[src/shared/serr_pkg.sv]
// Package of constants and carrier types for the system-error reporting block.
package serr_pkg;

  // ****************************************************************
  // Register map (byte addresses on APB).
  // ****************************************************************
  // Register indices; each register takes one aligned word, so its byte
  // address is four times its index.
  localparam logic [9:0] IDX_SYSTEM_ERROR_ENABLE = 10'h0cb;
  localparam logic [9:0] IDX_HOST_BRIDGE_COMMAND = 10'h004;
  localparam logic [9:0] IDX_HOST_BRIDGE_STATUS = 10'h006;
  localparam logic [9:0] IDX_AGP_BRIDGE_COMMAND = 10'h104;
  localparam logic [9:0] IDX_AGP_BRIDGE_STATUS = 10'h106;
  localparam logic [9:0] IDX_BRIDGE_CONTROL = 10'h13e;
  localparam logic [9:0] IDX_AGP_BRIDGE_ERROR_ENABLE = 10'h140;
  localparam logic [9:0] IDX_IRQ_STATUS = 10'h200;
  localparam logic [9:0] IDX_IRQ_MASK = 10'h204;
  localparam logic [11:0] ADDR_SYSTEM_ERROR_ENABLE = 12'h32c;
  localparam logic [11:0] ADDR_HOST_BRIDGE_COMMAND = 12'h010;
  localparam logic [11:0] ADDR_HOST_BRIDGE_STATUS = 12'h018;
  localparam logic [11:0] ADDR_AGP_BRIDGE_COMMAND = 12'h410;
  localparam logic [11:0] ADDR_AGP_BRIDGE_STATUS = 12'h418;
  localparam logic [11:0] ADDR_BRIDGE_CONTROL = 12'h4f8;
  localparam logic [11:0] ADDR_AGP_BRIDGE_ERROR_ENABLE = 12'h500;
  localparam logic [11:0] ADDR_IRQ_STATUS = 12'h800;
  localparam logic [11:0] ADDR_IRQ_MASK = 12'h810;

  // ****************************************************************
  // Field positions and reset values.
  // ****************************************************************
  localparam logic [7:0] SYSTEM_ERROR_ENABLE_RESET = 8'h00;
  localparam logic [7:0] SYSTEM_ERROR_ENABLE_WMASK = 8'h3f;
  localparam int BIT_GLOBAL_SERR_EN = 8;
  localparam int BIT_SIGNALLED_SERR = 14;
  localparam int BIT_RECEIVED_TABORT = 12;
  localparam int BIT_DETECTED_PARITY = 15;
  localparam int BIT_BRIDGE_CONTROL_PARITY_SERR = 2;
  localparam int BIT_AGP_TABORT_EN = 0;
  localparam int NUM_EVENTS = 8;

  // Event indices; 0..5 match the enable bits of system_error_enable.
  localparam int EV_BAD_TRANSLATION = 0;
  localparam int EV_INVALID_AGP = 1;
  localparam int EV_OUTSIDE_APERTURE = 2;
  localparam int EV_LOCK_NONDRAM = 3;
  localparam int EV_HUB_TABORT = 4;
  localparam int EV_REFRESH_OVERRUN = 5;
  localparam int EV_AGP_PARITY = 6;
  localparam int EV_AGP_TABORT = 7;

  // ****************************************************************
  // Carrier types.
  // ****************************************************************
  typedef struct packed {
    logic [7:0] bad_translation_entry;
    logic refresh_overrun;
    logic hub_target_abort;
    logic lock_nondram;
    logic outside_aperture;
    logic invalid_agp_access;
    logic bad_translation;
    logic agp_parity_error;
    logic agp_target_abort;
  } serr_events_s;

  typedef struct packed {
    logic [7:0] system_error_enable;
    logic [15:0] host_bridge_command;
    logic [15:0] host_bridge_status;
    logic [15:0] agp_bridge_command;
    logic [15:0] agp_bridge_status;
    logic [7:0] bridge_control;
    logic [7:0] agp_bridge_error_enable;
    logic [NUM_EVENTS-1:0] irq_status;
    logic [NUM_EVENTS-1:0] irq_mask;
    logic [NUM_EVENTS-1:0] pending;
    logic [NUM_EVENTS-1:0] ev_prev;
    logic special_cycle_valid;
    logic [2:0] special_cycle_source;
    logic [31:0] prdata;
  } serr_state_s;

endpackage

[src/rtl/serr_error_reporting.sv]
// System-error reporting: enables, status flags and hub special cycles.
//
// Behaviour
// Errors leave as a system-error special cycle on the hub port, no pin.
// Host-bridge errors report only while host command bit 8 is set.
// Each error occurrence yields exactly one special cycle; a repeat while its source is still pending adds no cycle here.
// Software keeps SMI and SCI off for conditions it enables here.
// Enable register at CBh, 8 bits, reset 00h, bits 7:6 reserved.
// Enable bit 5 reports main memory refresh overrun.
// Enable bit 4 reports target abort on our hub cycles.
// Enable bit 3 reports processor locked access to non-DRAM memory.
// Enable bit 2 reports AGP access outside the graphics aperture.
// Enable bit 1 reports outside-aperture access in 640KB-1MB or above top.
// Enable bit 0 reports invalid translation entry for aperture access.
// Every host-bridge system error sets host status bit 14.
// Received hub target abort also sets host status bit 12.
// AGP parity error reports under AGP cmd bit 8 and control bit 2.
// AGP target abort reports under AGP cmd bit 8, error enable bit 0.
// Simultaneous errors queue and are sent one at a time.
`timescale 1ns/1ps

module serr_error_reporting
  import serr_pkg::*;
(
  input wire logic pclk,
  input wire logic presetn,
  input wire logic psel,
  input wire logic penable,
  input wire logic pwrite,
  input wire logic [11:0] paddr,
  input wire logic [31:0] pwdata,
  input wire logic [3:0] pstrb,
  output logic [31:0] prdata,
  output logic pready,
  output logic pslverr,
  input wire logic refresh_overrun,
  input wire logic hub_target_abort,
  input wire logic lock_nondram,
  input wire logic outside_aperture,
  input wire logic invalid_agp_access,
  input wire logic bad_translation,
  input wire logic agp_parity_error,
  input wire logic agp_target_abort,
  output logic special_cycle_valid,
  output logic [2:0] special_cycle_source,
  input wire logic special_cycle_ready,
  output logic irq
);

  // ****************************************************************
  // Declarations.
  // ****************************************************************
  serr_state_s r;
  serr_state_s next_r;
  logic [NUM_EVENTS-1:0] ev;
  logic [NUM_EVENTS-1:0] ev_prev;
  logic [NUM_EVENTS-1:0] ev_rise;
  logic [NUM_EVENTS-1:0] reported;
  logic host_global;
  logic agp_global;
  logic wr;
  logic rd;
  logic hit;
  logic [2:0] pick;
  logic pick_any;
  logic [NUM_EVENTS-1:0] ev_enable;
  logic setup_rd;
  logic [31:0] rd_word;

  // ****************************************************************
  // Elaboration checks.
  // ****************************************************************
  // The source code on the hub port is three bits wide, so at most eight
  // sources can be told apart, and the read mux returns eight status bits.
  if (NUM_EVENTS > 8) begin : g_check_events
    $error("serr_error_reporting serves at most eight event sources");
  end
  // The gating loop below treats every index under the parity event as a
  // host-bridge event with its own enable bit.
  if (EV_AGP_PARITY != 6) begin : g_check_order
    $error("serr_error_reporting needs six host events below the bridge");
  end

  // ****************************************************************
  // Event capture.
  // ****************************************************************
  // Each event is a level from logic on this clock; its rising edge is one
  // occurrence, so a long level cannot send more than one cycle.
  assign ev = {agp_target_abort, agp_parity_error, refresh_overrun,
               hub_target_abort, lock_nondram, outside_aperture,
               invalid_agp_access, bad_translation};

  // The previous levels live in the state struct and reset to the idle
  // level of every event input, so no false edge follows reset.
  assign ev_prev = r.ev_prev;

  assign ev_rise = ev & ~ev_prev;
  assign host_global = r.host_bridge_command[BIT_GLOBAL_SERR_EN];
  assign agp_global = r.agp_bridge_command[BIT_GLOBAL_SERR_EN];

  // ****************************************************************
  // Per-event gating by the individual and global enables.
  // ****************************************************************
  // Host-bridge events need their own enable bit and the global bit of the
  // host bridge command; the two bridge events have enable pairs of their
  // own. A dropped event leaves no status and no interrupt behind.
  for (genvar g = 0; g < NUM_EVENTS; g++) begin : g_event
    if (g < EV_AGP_PARITY) begin : g_host
      assign ev_enable[g] = r.system_error_enable[g]
          & host_global;
    end else if (g == EV_AGP_PARITY) begin : g_parity
      assign ev_enable[g] = agp_global
          & r.bridge_control[BIT_BRIDGE_CONTROL_PARITY_SERR];
    end else begin : g_tabort
      assign ev_enable[g] = agp_global
          & r.agp_bridge_error_enable[BIT_AGP_TABORT_EN];
    end
    assign reported[g] = ev_rise[g] & ev_enable[g];
  end

  // ****************************************************************
  // Queue arbitration: lowest pending index goes first.
  // ****************************************************************
  always_comb begin
    pick = 3'h0;
    pick_any = 1'b0;
    for (int i = NUM_EVENTS - 1; i >= 0; i--) begin
      if (r.pending[i]) begin
        pick = 3'(i);
        pick_any = 1'b1;
      end
    end
  end

  // ****************************************************************
  // APB decode.
  // ****************************************************************
  assign wr = psel && penable && pwrite;
  assign rd = psel && penable && !pwrite;
  // A read is looked up in its setup cycle so that its data stands in a
  // register for the whole access phase.
  assign setup_rd = psel && !penable && !pwrite;

  always_comb begin
    case (paddr)
      ADDR_SYSTEM_ERROR_ENABLE, ADDR_HOST_BRIDGE_COMMAND,
      ADDR_HOST_BRIDGE_STATUS, ADDR_AGP_BRIDGE_COMMAND,
      ADDR_AGP_BRIDGE_STATUS, ADDR_BRIDGE_CONTROL,
      ADDR_AGP_BRIDGE_ERROR_ENABLE, ADDR_IRQ_STATUS,
      ADDR_IRQ_MASK: hit = 1'b1;
      default: hit = 1'b0;
    endcase
  end

  assign pready = 1'b1;
  assign pslverr = psel && penable && !hit;

  // ****************************************************************
  // Read mux.
  // ****************************************************************
  always_comb begin
    case (paddr)
      ADDR_SYSTEM_ERROR_ENABLE:
        rd_word = {24'h000000, r.system_error_enable};
      ADDR_HOST_BRIDGE_COMMAND:
        rd_word = {16'h0000, r.host_bridge_command};
      ADDR_HOST_BRIDGE_STATUS:
        rd_word = {16'h0000, r.host_bridge_status};
      ADDR_AGP_BRIDGE_COMMAND:
        rd_word = {16'h0000, r.agp_bridge_command};
      ADDR_AGP_BRIDGE_STATUS:
        rd_word = {16'h0000, r.agp_bridge_status};
      ADDR_BRIDGE_CONTROL:
        rd_word = {24'h000000, r.bridge_control};
      ADDR_AGP_BRIDGE_ERROR_ENABLE:
        rd_word = {24'h000000, r.agp_bridge_error_enable};
      ADDR_IRQ_STATUS:
        rd_word = {24'h000000, r.irq_status};
      ADDR_IRQ_MASK:
        rd_word = {24'h000000, r.irq_mask};
      default:
        rd_word = 32'h00000000;
    endcase
  end

  // ****************************************************************
  // Next state.
  // ****************************************************************
  always_comb begin
    next_r = r;

    // Software writes; the two bridge status registers are write-one-to-clear, the interrupt status ignores writes.
    if (wr && hit) begin
      case (paddr)
        ADDR_SYSTEM_ERROR_ENABLE: begin
          if (pstrb[0]) begin
            next_r.system_error_enable = pwdata[7:0]
                & SYSTEM_ERROR_ENABLE_WMASK;
          end
        end
        ADDR_HOST_BRIDGE_COMMAND: begin
          if (pstrb[0]) begin
            next_r.host_bridge_command[7:0] = pwdata[7:0];
          end
          if (pstrb[1]) begin
            next_r.host_bridge_command[15:8] = pwdata[15:8];
          end
        end
        ADDR_HOST_BRIDGE_STATUS: begin
          if (pstrb[1]) begin
            next_r.host_bridge_status[15:8] =
                r.host_bridge_status[15:8] & ~pwdata[15:8];
          end
        end
        ADDR_AGP_BRIDGE_COMMAND: begin
          if (pstrb[0]) begin
            next_r.agp_bridge_command[7:0] = pwdata[7:0];
          end
          if (pstrb[1]) begin
            next_r.agp_bridge_command[15:8] = pwdata[15:8];
          end
        end
        ADDR_AGP_BRIDGE_STATUS: begin
          if (pstrb[1]) begin
            next_r.agp_bridge_status[15:8] =
                r.agp_bridge_status[15:8] & ~pwdata[15:8];
          end
        end
        ADDR_BRIDGE_CONTROL: begin
          if (pstrb[0]) begin
            next_r.bridge_control = pwdata[7:0];
          end
        end
        ADDR_AGP_BRIDGE_ERROR_ENABLE: begin
          if (pstrb[0]) begin
            next_r.agp_bridge_error_enable = pwdata[7:0];
          end
        end
        ADDR_IRQ_MASK: begin
          if (pstrb[0]) begin
            next_r.irq_mask = pwdata[NUM_EVENTS-1:0];
          end
        end
        default: begin
        end
      endcase
    end

    // Reading the interrupt status clears only the bits that the read has
    // returned; an event that lands during the access stays recorded.
    if (rd && paddr == ADDR_IRQ_STATUS) begin
      next_r.irq_status = r.irq_status & ~r.prdata[NUM_EVENTS-1:0];
    end

    // Read data is taken at the setup edge and held until the next read.
    if (setup_rd) begin
      next_r.prdata = rd_word;
    end
    next_r.ev_prev = ev;

    // Hardware sets win over software clears.
    if (|reported[5:0]) begin
      next_r.host_bridge_status[BIT_SIGNALLED_SERR] = 1'b1;
    end
    if (reported[EV_HUB_TABORT]) begin
      next_r.host_bridge_status[BIT_RECEIVED_TABORT] = 1'b1;
    end
    if (reported[EV_AGP_PARITY]) begin
      next_r.agp_bridge_status[BIT_SIGNALLED_SERR] = 1'b1;
      next_r.agp_bridge_status[BIT_DETECTED_PARITY] = 1'b1;
    end
    if (reported[EV_AGP_TABORT]) begin
      next_r.agp_bridge_status[BIT_SIGNALLED_SERR] = 1'b1;
      next_r.agp_bridge_status[BIT_RECEIVED_TABORT] = 1'b1;
    end
    next_r.irq_status = next_r.irq_status | reported;

    // Special-cycle queue: one pending bit per source, served in turn.
    if (r.special_cycle_valid && special_cycle_ready) begin
      next_r.special_cycle_valid = 1'b0;
    end
    // A new offer starts only from an idle port, so one cycle without
    // valid separates two special cycles and none is ever repeated.
    if (!r.special_cycle_valid && pick_any) begin
      next_r.special_cycle_valid = 1'b1;
      next_r.special_cycle_source = pick;
      next_r.pending[pick] = 1'b0;
    end
    next_r.pending = next_r.pending | reported;
  end

  // ****************************************************************
  // State register.
  // ****************************************************************
  always_ff @(posedge pclk or negedge presetn) begin
    if (!presetn) begin
      r <= '0;
      r.system_error_enable <= SYSTEM_ERROR_ENABLE_RESET;
    end else begin
      r <= next_r;
    end
  end

  // ****************************************************************
  // Outputs.
  // ****************************************************************
  assign prdata = r.prdata;
  assign special_cycle_valid = r.special_cycle_valid;
  assign special_cycle_source = r.special_cycle_source;
  assign irq = |(r.irq_status & r.irq_mask);

endmodule // serr_error_reporting

[config.mk]
export PLATFORM = sky130hd
export DESIGN_NAME = serr_error_reporting
export DESIGN_NICKNAME = d
export VERILOG_FILES = /design/src/shared/serr_pkg.sv /design/src/rtl/serr_error_reporting.sv
export SDC_FILE = /design/constraint.sdc
export NUM_CORES = 1
export LEC_CHECK = 0
export ABC_AREA = 0
export BUFFER_PORTS_ARGS = -buffer_cell sky130_fd_sc_hd__buf_2
export CAP_MARGIN = 20
export CELL_PAD_IN_SITES_DETAIL_PLACEMENT = 0
export CELL_PAD_IN_SITES_GLOBAL_PLACEMENT = 2
export CORE_MARGIN = 3
export CORE_UTILIZATION = 40
export CTS_CLUSTER_SIZE = 14
export DETAILED_ROUTE_END_ITERATION = 8
export PLACE_DENSITY = 0.93
export RECOVER_POWER = 50
export SLEW_MARGIN = 30
export SYNTH_ARGS = -nofsm -noshare
export SYNTH_HDL_FRONTEND = slang
export SYNTH_SLANG_ARGS = --single-unit
export TNS_END_PERCENT = 5
[constraint.sdc]
create_clock -name pclk -period 3.5 [get_ports pclk]
set_input_delay 0.175 -clock pclk [delete_from_list [all_inputs] [get_ports pclk]]
set_output_delay 0.175 -clock pclk [all_outputs]
set_load 0.005 [all_outputs]
==> flow_metrics.py, run 1 <==
metrics = {
    "place": {
        "port_buffers": 65,
        "place_congestion": 0.827,
        "pre_cts_slack_ns": 1.18,
        "hpwl_um": 9900,
    },
    "sta": {
        "hold_viol": 0,
        "slew_headroom": 0.0897,
        "slew_viol_final": 0,
        "fmax_mhz": 373,
        "rsz0062_at_grt": "false",
        "clock_skew_ns": 0.00655,
        "finalSetupTns_ns": 0,
        "worst_slack_ns": 0.822,
        "layout_min_cycle_time_ns": 2.68,
        "setup-violations-final": 0,
        "tightest_slew_ns": 1.37,
        "min_period_over_period": 0.765,
    },
    "layout": {
        "antenna_cells": 0,
        "nNetsFinal": 609,
        "fill_cells": 1295,
        "syn_to_final_growth_pct": 16.5,
        "drive_gt1_frac": 0.283,
        "final-seq-area_um2": 3050,
        "post-route-util": 0.484,
        "multi_input_area_um2": 2480,
    },
    "pwr": {
        "ir_drop_v": 0.000326,
        "power.density_nw_per_um2": 514,
        "power_mw": 3.51,
        "p_leak_nw": 3.29,
    },
    "outcome": {
        "status": "complete, no violations",
    },
    "floorplanning": {
        "dieArea_um2": 16100,
        "io_pins": 101,
        "dieWidth_um": 127,
        "start_util": 0.416,
        "rows": 43,
        "coreArea_um2": 14100,
        "die_h_um": 127,
    },
    "logic_synthesis": {
        "ys_async_sr_fraction": 1.00,
        "ys_seq_area_frac": 0.521,
        "yosysMostFrequentCell": "dfrtp_1",
        "ys.flop_type": "dfrtp_1",
        "synth_area_leader_cell": "dfrtp_1",
        "synth.cells.most_frequent": "122 x dfrtp_1, 62 x mux2_2, 39 x buf_4",
        "syn-cell-area_um2": 5860,
        "synth-warning-count": 0,
        "synthTopCellsByArea": "dfrtp_1 52%, mux2_2 12%, buf_4 5.0%",
        "yosysTopAreaCellShare": 0.521,
        "synthCells": 484,
        "ys_types": 58,
        "avgSynthCellArea_um2": 12.1,
        "synth_seq_cells": 122,
        "synth_edf_count": 0,
    },
    "global_route": {
        "grt_max_degree": 56,
        "grt_pass1_vias": 4168,
        "gr-total-overflow": 0,
        "track_usage": 0.179,
        "antenna_found_initial": 0,
        "grt_first_pass_wirelength_um": 22500,
    },
    "drt": {
        "wl_um": 13900,
        "via_per_inst": 5.48,
        "firstDrtPassIters": 4,
        "vias": 4053,
        "ant_nets": 0,
        "drc": 0,
        "wire_per_inst_um": 18.8,
        "drt_iter0_drc": 297,
    },
    "worst_setup_path": {
        "startpoint": "paddr[10]",
        "r2r_cells": 3,
        "cp-end-kind": "primary output",
        "critPathMaxFanout": 14,
        "arrival_ns": 2.50,
        "worstPathRequired_ns": 3.32,
        "worst-r2r-setup-slack_ns": 1.91,
        "critPathLaunchType": "input pin",
        "critPathCapture": "pslverr",
        "reg2reg_from": "r[44]$_DFF_PN0_",
        "r2r-end": "special_cycle_source[1]$_DFFE_PN0P_",
        "worstSetupPathType": "in2out",
    },
    "clocking": {
        "post_cts_resized": 0,
        "cts.sinks": 122,
        "clk_pin_slew_ns": 0.05,
        "cts_max_level": 4,
        "insertion_delay_ns": 0.41,
        "cts_buffers": 17,
        "cts_tree": "done",
        "cts_max_path_buffers": 2,
        "cts_root_buf": "clkbuf_16",
    },
    "run": {
        "drv.max_cap_violation_count": 0,
    },
    "min_path": {
        "hp-class": "in2reg",
        "hp-start": "special_cycle_ready",
    },
}
[cells by family after synthesis]
kind of cell,after synthesis,share of synthesized area
flip-flops,122,0.521
multiplexers,72,0.137
AND/OR/NAND/NOR,116,0.133
XOR/XNOR,1,0.00149
buffers and inverters,58,0.0649
AO/OA/AOI/OAI,113,0.142
other,2,0.00128
[stage by stage]
step                      cells  cell area (um^2)  hold slack, ns
final                       739              6830          0.0341
after global routing        739              6830          0.0126
after CTS                   739              6860          0.0120
after detailed placement    694              6140           0.277
after global placement      694              6140           0.268
after floorplan             499              5920          -0.121
[how the worst min path moves through the flow]
stage / slack, ns / depth (start not counted) / end
5_1_grt: 0.01 / 2 / r[124]$_DFFE_PN0P_
3_3_place_gp: 0.27 / 1 / r[82]$_DFFE_PN0P_
4_1_cts: 0.01 / 2 / r[124]$_DFFE_PN0P_
3_5_place_dp: 0.28 / 1 / r[82]$_DFFE_PN0P_
6_report: 0.03 / 3 / special_cycle_valid$_DFFE_PN0P_
2_1_floorplan: -0.12 / 0 / agp_global$_DFFE_PN0P_
[repair_timing]
item,CTS,global route
setup buffers,0,0
endpoints found under the hold margin,70,0
hold buffers,14,0
[flip-flops by register name, indices dropped and copies added (netlist names)]
register / flops
ev_prev: 8
host_global: 1
prdata: 16
special_cycle_valid: 1
r: 92
special_cycle_source: 3
agp_global: 1
[placed cells by master, fill, tap and decap left out, types with 5 or more instances in the layout]
master         synthesis  layout
a21boi_0              11      11
a21o_1                10      10
a21oi_1               14      14
a221oi_1               7       7
a22oi_1               23      23
and4b_1                5       5
buf_2                  7      47
clkbuf_1               8      20
clkbuf_16              0      17
conb_1                 2      17
dfrtp_1              122     122
dlygate4sd3_1          0      14
mux2_2                62      62
mux2i_1                8       8
nand2_1               28      29
nand3_1                7       7
nand4b_1               7       7
nor2_1                22      22
o21a_1                 7       7
o21ai_0                8       8
o221ai_1               7       7
[layout make-up]
type                            instances  share of cell area
Timing Repair Buffer                   84              0.0698
Tap cell                              180              0.0330
Inverter                                3             0.00165
Sequential cell                       122               0.447
Clock inverter                          7              0.0132
Clock buffer                           24              0.0720
Multi-Input combinational cell        319               0.363
[where the power goes]
group	total, mW	internal (mW)	switching (mW)
sequential	1.50	1.46	0.0419
combinational	0.298	0.128	0.169
clock	1.71	1.11	0.593
total	3.51	2.70	0.805
[critical path: stages]
cell,delay (ns)
clkbuf_1,0.69
nor4b_4,0.65
nand2_1,0.14
nor2_2,0.39
nor4_1,0.13
and3_1,0.20
buf_2,0.12
[routing by layer]
metal	vias to the layer above	wire length, um	global-route usage
li1	1878	-	-
met1	2054	6260	0.233
met2	105	6840	0.287
met3	16	661	0.0443
met4	0	173	0.0726
met5	-	0	0
No activity file was read; power rests on OpenSTA's default activity.
==> run 2, diff against run 1 <==
CORE_UTILIZATION = 34   (was 40)
PLACE_DENSITY = 0.84   (was 0.93)
clock period = 2.3 ns   (was 3.5 ns; I/O delays follow)
==> run 2 against run 1 <==
Net effect: combinational power rose by 55%; clock skew increased by 0.00095 ns; hold slack got worse by 0.0060 ns; critical endpoint unchanged; highest routed layer unchanged.
==> flow_metrics.py, run 2 (same netlist as run 1, synthesis figures left out) <==
metrics = {
    "floorplanning": {
        "start_util": 0.351,
        "dieWidth_um": 137,
        "coreArea_um2": 16700,
        "io_pins": 101,
        "die_h_um": 137,
        "dieArea_um2": 18800,
        "rows": 47,
    },
    "clocking": {
        "cts_buffers": 17,
        "insertion_delay_ns": 0.40,
        "cts_max_level": 4,
        "hold_buffers": 18,
        "cts_root_buf": "clkbuf_16",
        "cts.sinks": 122,
        "post_cts_resized": 0,
        "post-cts-setup-buffers": 0,
        "cts_tree": "done",
        "cts_max_path_buffers": 2,
        "clk_pin_slew_ns": 0.05,
    },
    "worst_setup_path": {
        "cp-end-kind": "primary output",
        "critPathLaunchType": "input pin",
        "slowest_delay_ns": 0.56,
        "arrival_ns": 1.62,
        "worstPathRequired_ns": 2.18,
        "critPathMaxFanout": 9,
        "cpMostUsedCell": "buf_2",
        "crit_chain": "buf_2 -> nor4_4 -> nand3b_1 -> buf_4 -> nor2_1 -> nor4_1 -> and3_1 -> buf_2",
        "crit_slowest_cell": "nor4_4",
        "worstSetupPathType": "in2out",
    },
    "layout": {
        "largest_register_ffs": 92,
        "drive_gt1_frac": 0.316,
        "final_cell_mix": "122 x dfrtp_1, 62 x mux2_2, 56 x buf_2",
        "nNetsFinal": 629,
        "post-route-util": 0.426,
        "syn_to_final_growth_pct": 21.3,
        "final_common_cell": "dfrtp_1",
        "top_register": "r",
        "final_area_um2": 7110,
        "instances_no_fill": 799,
        "antenna_cells": 0,
    },
    "drt": {
        "vias": 4159,
        "wire_per_inst_um": 17.7,
        "firstDrtPassIters": 5,
        "via_per_inst": 5.21,
        "wl_um": 14100,
        "drc": 0,
        "drt_iter0_drc": 276,
        "ant_nets": 0,
    },
    "sta": {
        "tightest_slew_ns": 1.13,
        "rsz0062_at_grt": "false",
        "layout_min_cycle_time_ns": 1.74,
        "slew_headroom": 0.247,
        "setup-violations-final": 0,
        "hold_viol": 0,
        "hold_ws_ns": 0.0281,
        "min_period_over_period": 0.756,
        "slew_viol_final": 0,
        "finalSetupTns_ns": 0,
        "clock_skew_ns": 0.00750,
        "worst_slack_ns": 0.561,
        "fmax_mhz": 575,
    },
    "place": {
        "pre_cts_slack_ns": 0.365,
        "hpwl_um": 10500,
        "port_buffers": 65,
        "place_congestion": 0.824,
        "dp_cells": 750,
        "dpl_cell_area_um2": 6320,
    },
    "pwr": {
        "power_mw": 5.59,
        "power.density_nw_per_um2": 786,
        "ir_drop_v": 0.000550,
        "p_leak_nw": 3.45,
    },
    "min_path": {
        "hp-class": "in2reg",
    },
    "global_route": {
        "antenna_found_initial": 0,
        "gr-total-overflow": 0,
        "grt_first_pass_wirelength_um": 22600,
        "grt_pass1_vias": 4245,
        "track_usage": 0.156,
        "grt_max_degree": 47,
    },
    "outcome": {
        "status": "complete, no violations",
    },
    "run": {
        "drv.max_cap_violation_count": 0,
    },
}
## run 2: critical path: cells and delay by family
kind          cells  cell delay [ns]
simple gates      5             1.04
buf+inv           3             0.46
## run 2: layout make-up
cell class / instances / area, um^2
Clock buffer: 25 / 505
Clock inverter: 6 / 134
Fill cell: 1589 / 9590
Inverter: 3 / 11.3
Multi-Input combinational cell: 319 / 2480
Sequential cell: 122 / 3050
Tap cell: 220 / 275
Timing Repair Buffer: 104 / 649
## run 2: where the power goes
group / leakage, nW / internal [mW] / switching, mW / total, mW
clock network: 0.314 / 1.95 / 0.891 / 2.84
registers: 1.65 / 2.22 / 0.0628 / 2.29
logic: 1.48 / 0.209 / 0.252 / 0.461
## run 2: path summary, 6_finish.rpt
check                                        from                                   to  slack [ns]  cells after the start
setup / recovery                         paddr[3]                              pslverr        0.56                      8
hold / removal                          pwdata[6]                   r[138]$_DFFE_PN0P_        0.03                      2
setup reg to reg                  r[44]$_DFF_PN0_  special_cycle_source[1]$_DFFE_PN0P_        0.72                      3
hold reg to reg            prdata[15]$_DFFE_PN0P_               prdata[15]$_DFFE_PN0P_        0.48                      1
max in group asynchronous                 presetn                   r[139]$_DFFE_PN0P_        0.69                      3
min in group asynchronous                 presetn               prdata[13]$_DFFE_PN0P_        0.19                      2
## run 2: metal layers
layer / up-vias / GRT usage / share of wire
met1: 2103 / 0.201 / 0.44
met4: 0 / 0.0443 / 0.0096
met5: - / 0 / 0
met2: 117 / 0.261 / 0.50
met3: 13 / 0.0362 / 0.046
li1: 1926 / - / -
==> run 3, diff against run 2 <==
clock period = 1.5 ns   (was 2.3 ns; I/O delays follow)
==> run 3 against run 2 <==
Net effect: die area is the same; hold slack gained 0.12 ns; non-clock buffer count grew 46; setup slack lost 0.54 ns; via count grew 4.1%; sequential share of layout area shrank 2.2 points; sequential power grew 53%; critical path depth shrank 1; clock-buffer cell count shrank 2; largest cell class unchanged.
==> flow_metrics.py, run 3 (same netlist as run 1, synthesis figures left out) <==
metrics = {
    "sta": {
        "rsz0062_at_grt": "true",
        "clock_skew_ns": 0.00806,
        "fmax_mhz": 675,
        "layout_min_cycle_time_ns": 1.48,
        "tightest_slew_ns": 0.714,
        "setup-violations-final": 0,
        "hold_ws_ns": 0.153,
        "slew_viol_final": 0,
        "min_period_over_period": 0.988,
        "slew_headroom": 0.524,
        "hold_viol": 0,
    },
    "global_route": {
        "track_usage": 0.168,
        "grt_pass1_vias": 4599,
        "antenna_found_initial": 0,
        "grt_first_pass_wirelength_um": 24200,
        "grt_max_degree": 36,
        "gr-total-overflow": 0,
    },
    "floorplanning": {
        "die_h_um": 137,
        "io_pins": 101,
        "coreArea_um2": 16700,
        "rows": 47,
        "dieArea_um2": 18800,
        "start_util": 0.351,
        "dieWidth_um": 137,
    },
    "run": {
        "drv.max_cap_violation_count": 0,
    },
    "layout": {
        "final_common_cell": "dfrtp_1",
        "final_cell_mix": "122 x dfrtp_1, 56 x mux2_2, 56 x buf_2",
        "top_register": "r",
        "antenna_cells": 0,
        "final_area_um2": 7490,
        "drive_gt1_frac": 0.363,
        "nNetsFinal": 675,
        "fill_cells": 1635,
        "post-route-util": 0.449,
        "largest_register_ffs": 92,
        "syn_to_final_growth_pct": 27.8,
    },
    "clocking": {
        "cts_root_buf": "clkbuf_16",
        "post-cts-setup-buffers": 0,
        "cts_max_path_buffers": 2,
        "cts_max_level": 4,
        "clk_pin_slew_ns": 0.05,
        "cts_buffers": 17,
        "cts.sinks": 122,
        "cts_tree": "done",
        "insertion_delay_ns": 0.41,
    },
    "pwr": {
        "power.switching_mw": 1.88,
        "p_leak_nw": 3.65,
        "power.density_nw_per_um2": 1050,
        "power_frac_seq": 0.445,
        "combPwrFrac": 0.101,
        "p_int_mw": 6.01,
        "p_clk_frac": 0.454,
        "ir_drop_v": 0.000770,
        "p_sw_frac": 0.239,
    },
    "drt": {
        "firstDrtPassIters": 4,
        "wl_um": 14900,
        "via_per_inst": 5.12,
        "drt_iter0_drc": 316,
        "ant_nets": 0,
        "wire_per_inst_um": 17.7,
        "vias": 4330,
        "drc": 0,
    },
    "worst_setup_path": {
        "cp-end-kind": "primary output",
        "critPathMaxFanout": 5,
        "worstPathRequired_ns": 1.42,
        "slowest_delay_ns": 0.43,
        "crit_chain": "buf_2 -> nor4_1 -> and3_1 -> a41o_1 -> nor4_2 -> and3_1 -> buf_2",
        "cp_num_buf_inv": 2,
        "crit_family": "simple AND/OR/NAND/NOR gates",
        "crit_slowest_cell": "nor4_1",
        "critPathLaunchType": "input pin",
        "arrival_ns": 1.41,
        "worstSetupPathType": "in2out",
    },
    "place": {
        "dpl_cell_area_um2": 6750,
        "port_buffers": 65,
        "hpwl_um": 11100,
        "place_congestion": 0.813,
    },
    "min_path": {
        "hp-class": "in2reg",
    },
    "outcome": {
        "status": "complete, no violations",
    },
}
run 3: power by group through the flow:
stage                     sequential [mW]  clock (mW)  combinational, mW
final                                3.51        3.58              0.794
after global routing                 3.53        3.84              0.896
after CTS                            3.51        3.67              0.827
after detailed placement             3.57           0              0.770
after global placement               3.56           0              0.751
after floorplan                      3.52           0              0.510
run 3: tightest hold or removal path, cell delays in order:
cell and delay, ns:
buf_2 0.12, nor4b_4 0.06, buf_4 0.15, nand2_1 0.05, o21ai_0 0.06
run 3: what timing repair did:
| item | in CTS | in global routing |
|---|---|---|
| setup endpoints to repair | 1 | 7 |
| hold buffers | 26 | 0 |
| pin swaps | 1 | 0 |
| resized for setup | 0 | 6 |
| hold endpoints to repair | 204 | 0 |
run 3: metal layers:
layer	track usage	vias to the layer above	part of all wire
met2	0.278	96	0.50
met1	0.215	2207	0.45
met4	0.0527	0	0.012
met3	0.0420	14	0.040
li1	-	2013	-
met5	0	-	0
run 3: worst paths after layout:
path,slack [ns],cells after the start,start,to
min in group asynchronous,0.16,2,presetn,r[76]$_DFFE_PN0P_
worst max-delay path,0.02,7,paddr[9],pslverr
worst min-delay path,0.15,5,paddr[7],prdata[12]$_DFFE_PN0P_
worst min register to register,0.48,1,prdata[14]$_DFFE_PN0P_,prdata[14]$_DFFE_PN0P_
max in group asynchronous,0.27,3,presetn,r[113]$_DFFE_PN0P_
worst max register to register,0.09,4,host_global$_DFFE_PN0P_,r[130]$_DFFE_PN0P_
run 3: stage by stage:
step	total power [mW]	TNS, ns	setup slack [ns]	std cells
4_1_cts	8.00	0	0.00962	845
5_1_grt	8.27	-0.0483	-0.0483	845
6_report	7.89	0	0.0175	845
2_1_floorplan	4.03	-0.465	-0.0327	499
3_3_place_gp	4.31	-3.99	-0.101	788
3_5_place_dp	4.34	-6.67	-0.166	788
run 3: layout make-up:
| type | count | area, um^2 | area share |
|---|---|---|---|
| Clock buffer | 23 | 478 | 0.0638 |
| Clock inverter | 8 | 46.3 | 0.00618 |
| Inverter | 3 | 11.3 | 0.00150 |
| Multi-Input combinational cell | 319 | 2530 | 0.338 |
| Sequential cell | 122 | 3050 | 0.408 |
| Tap cell | 220 | 275 | 0.0367 |
| Timing Repair Buffer | 150 | 1100 | 0.147 |
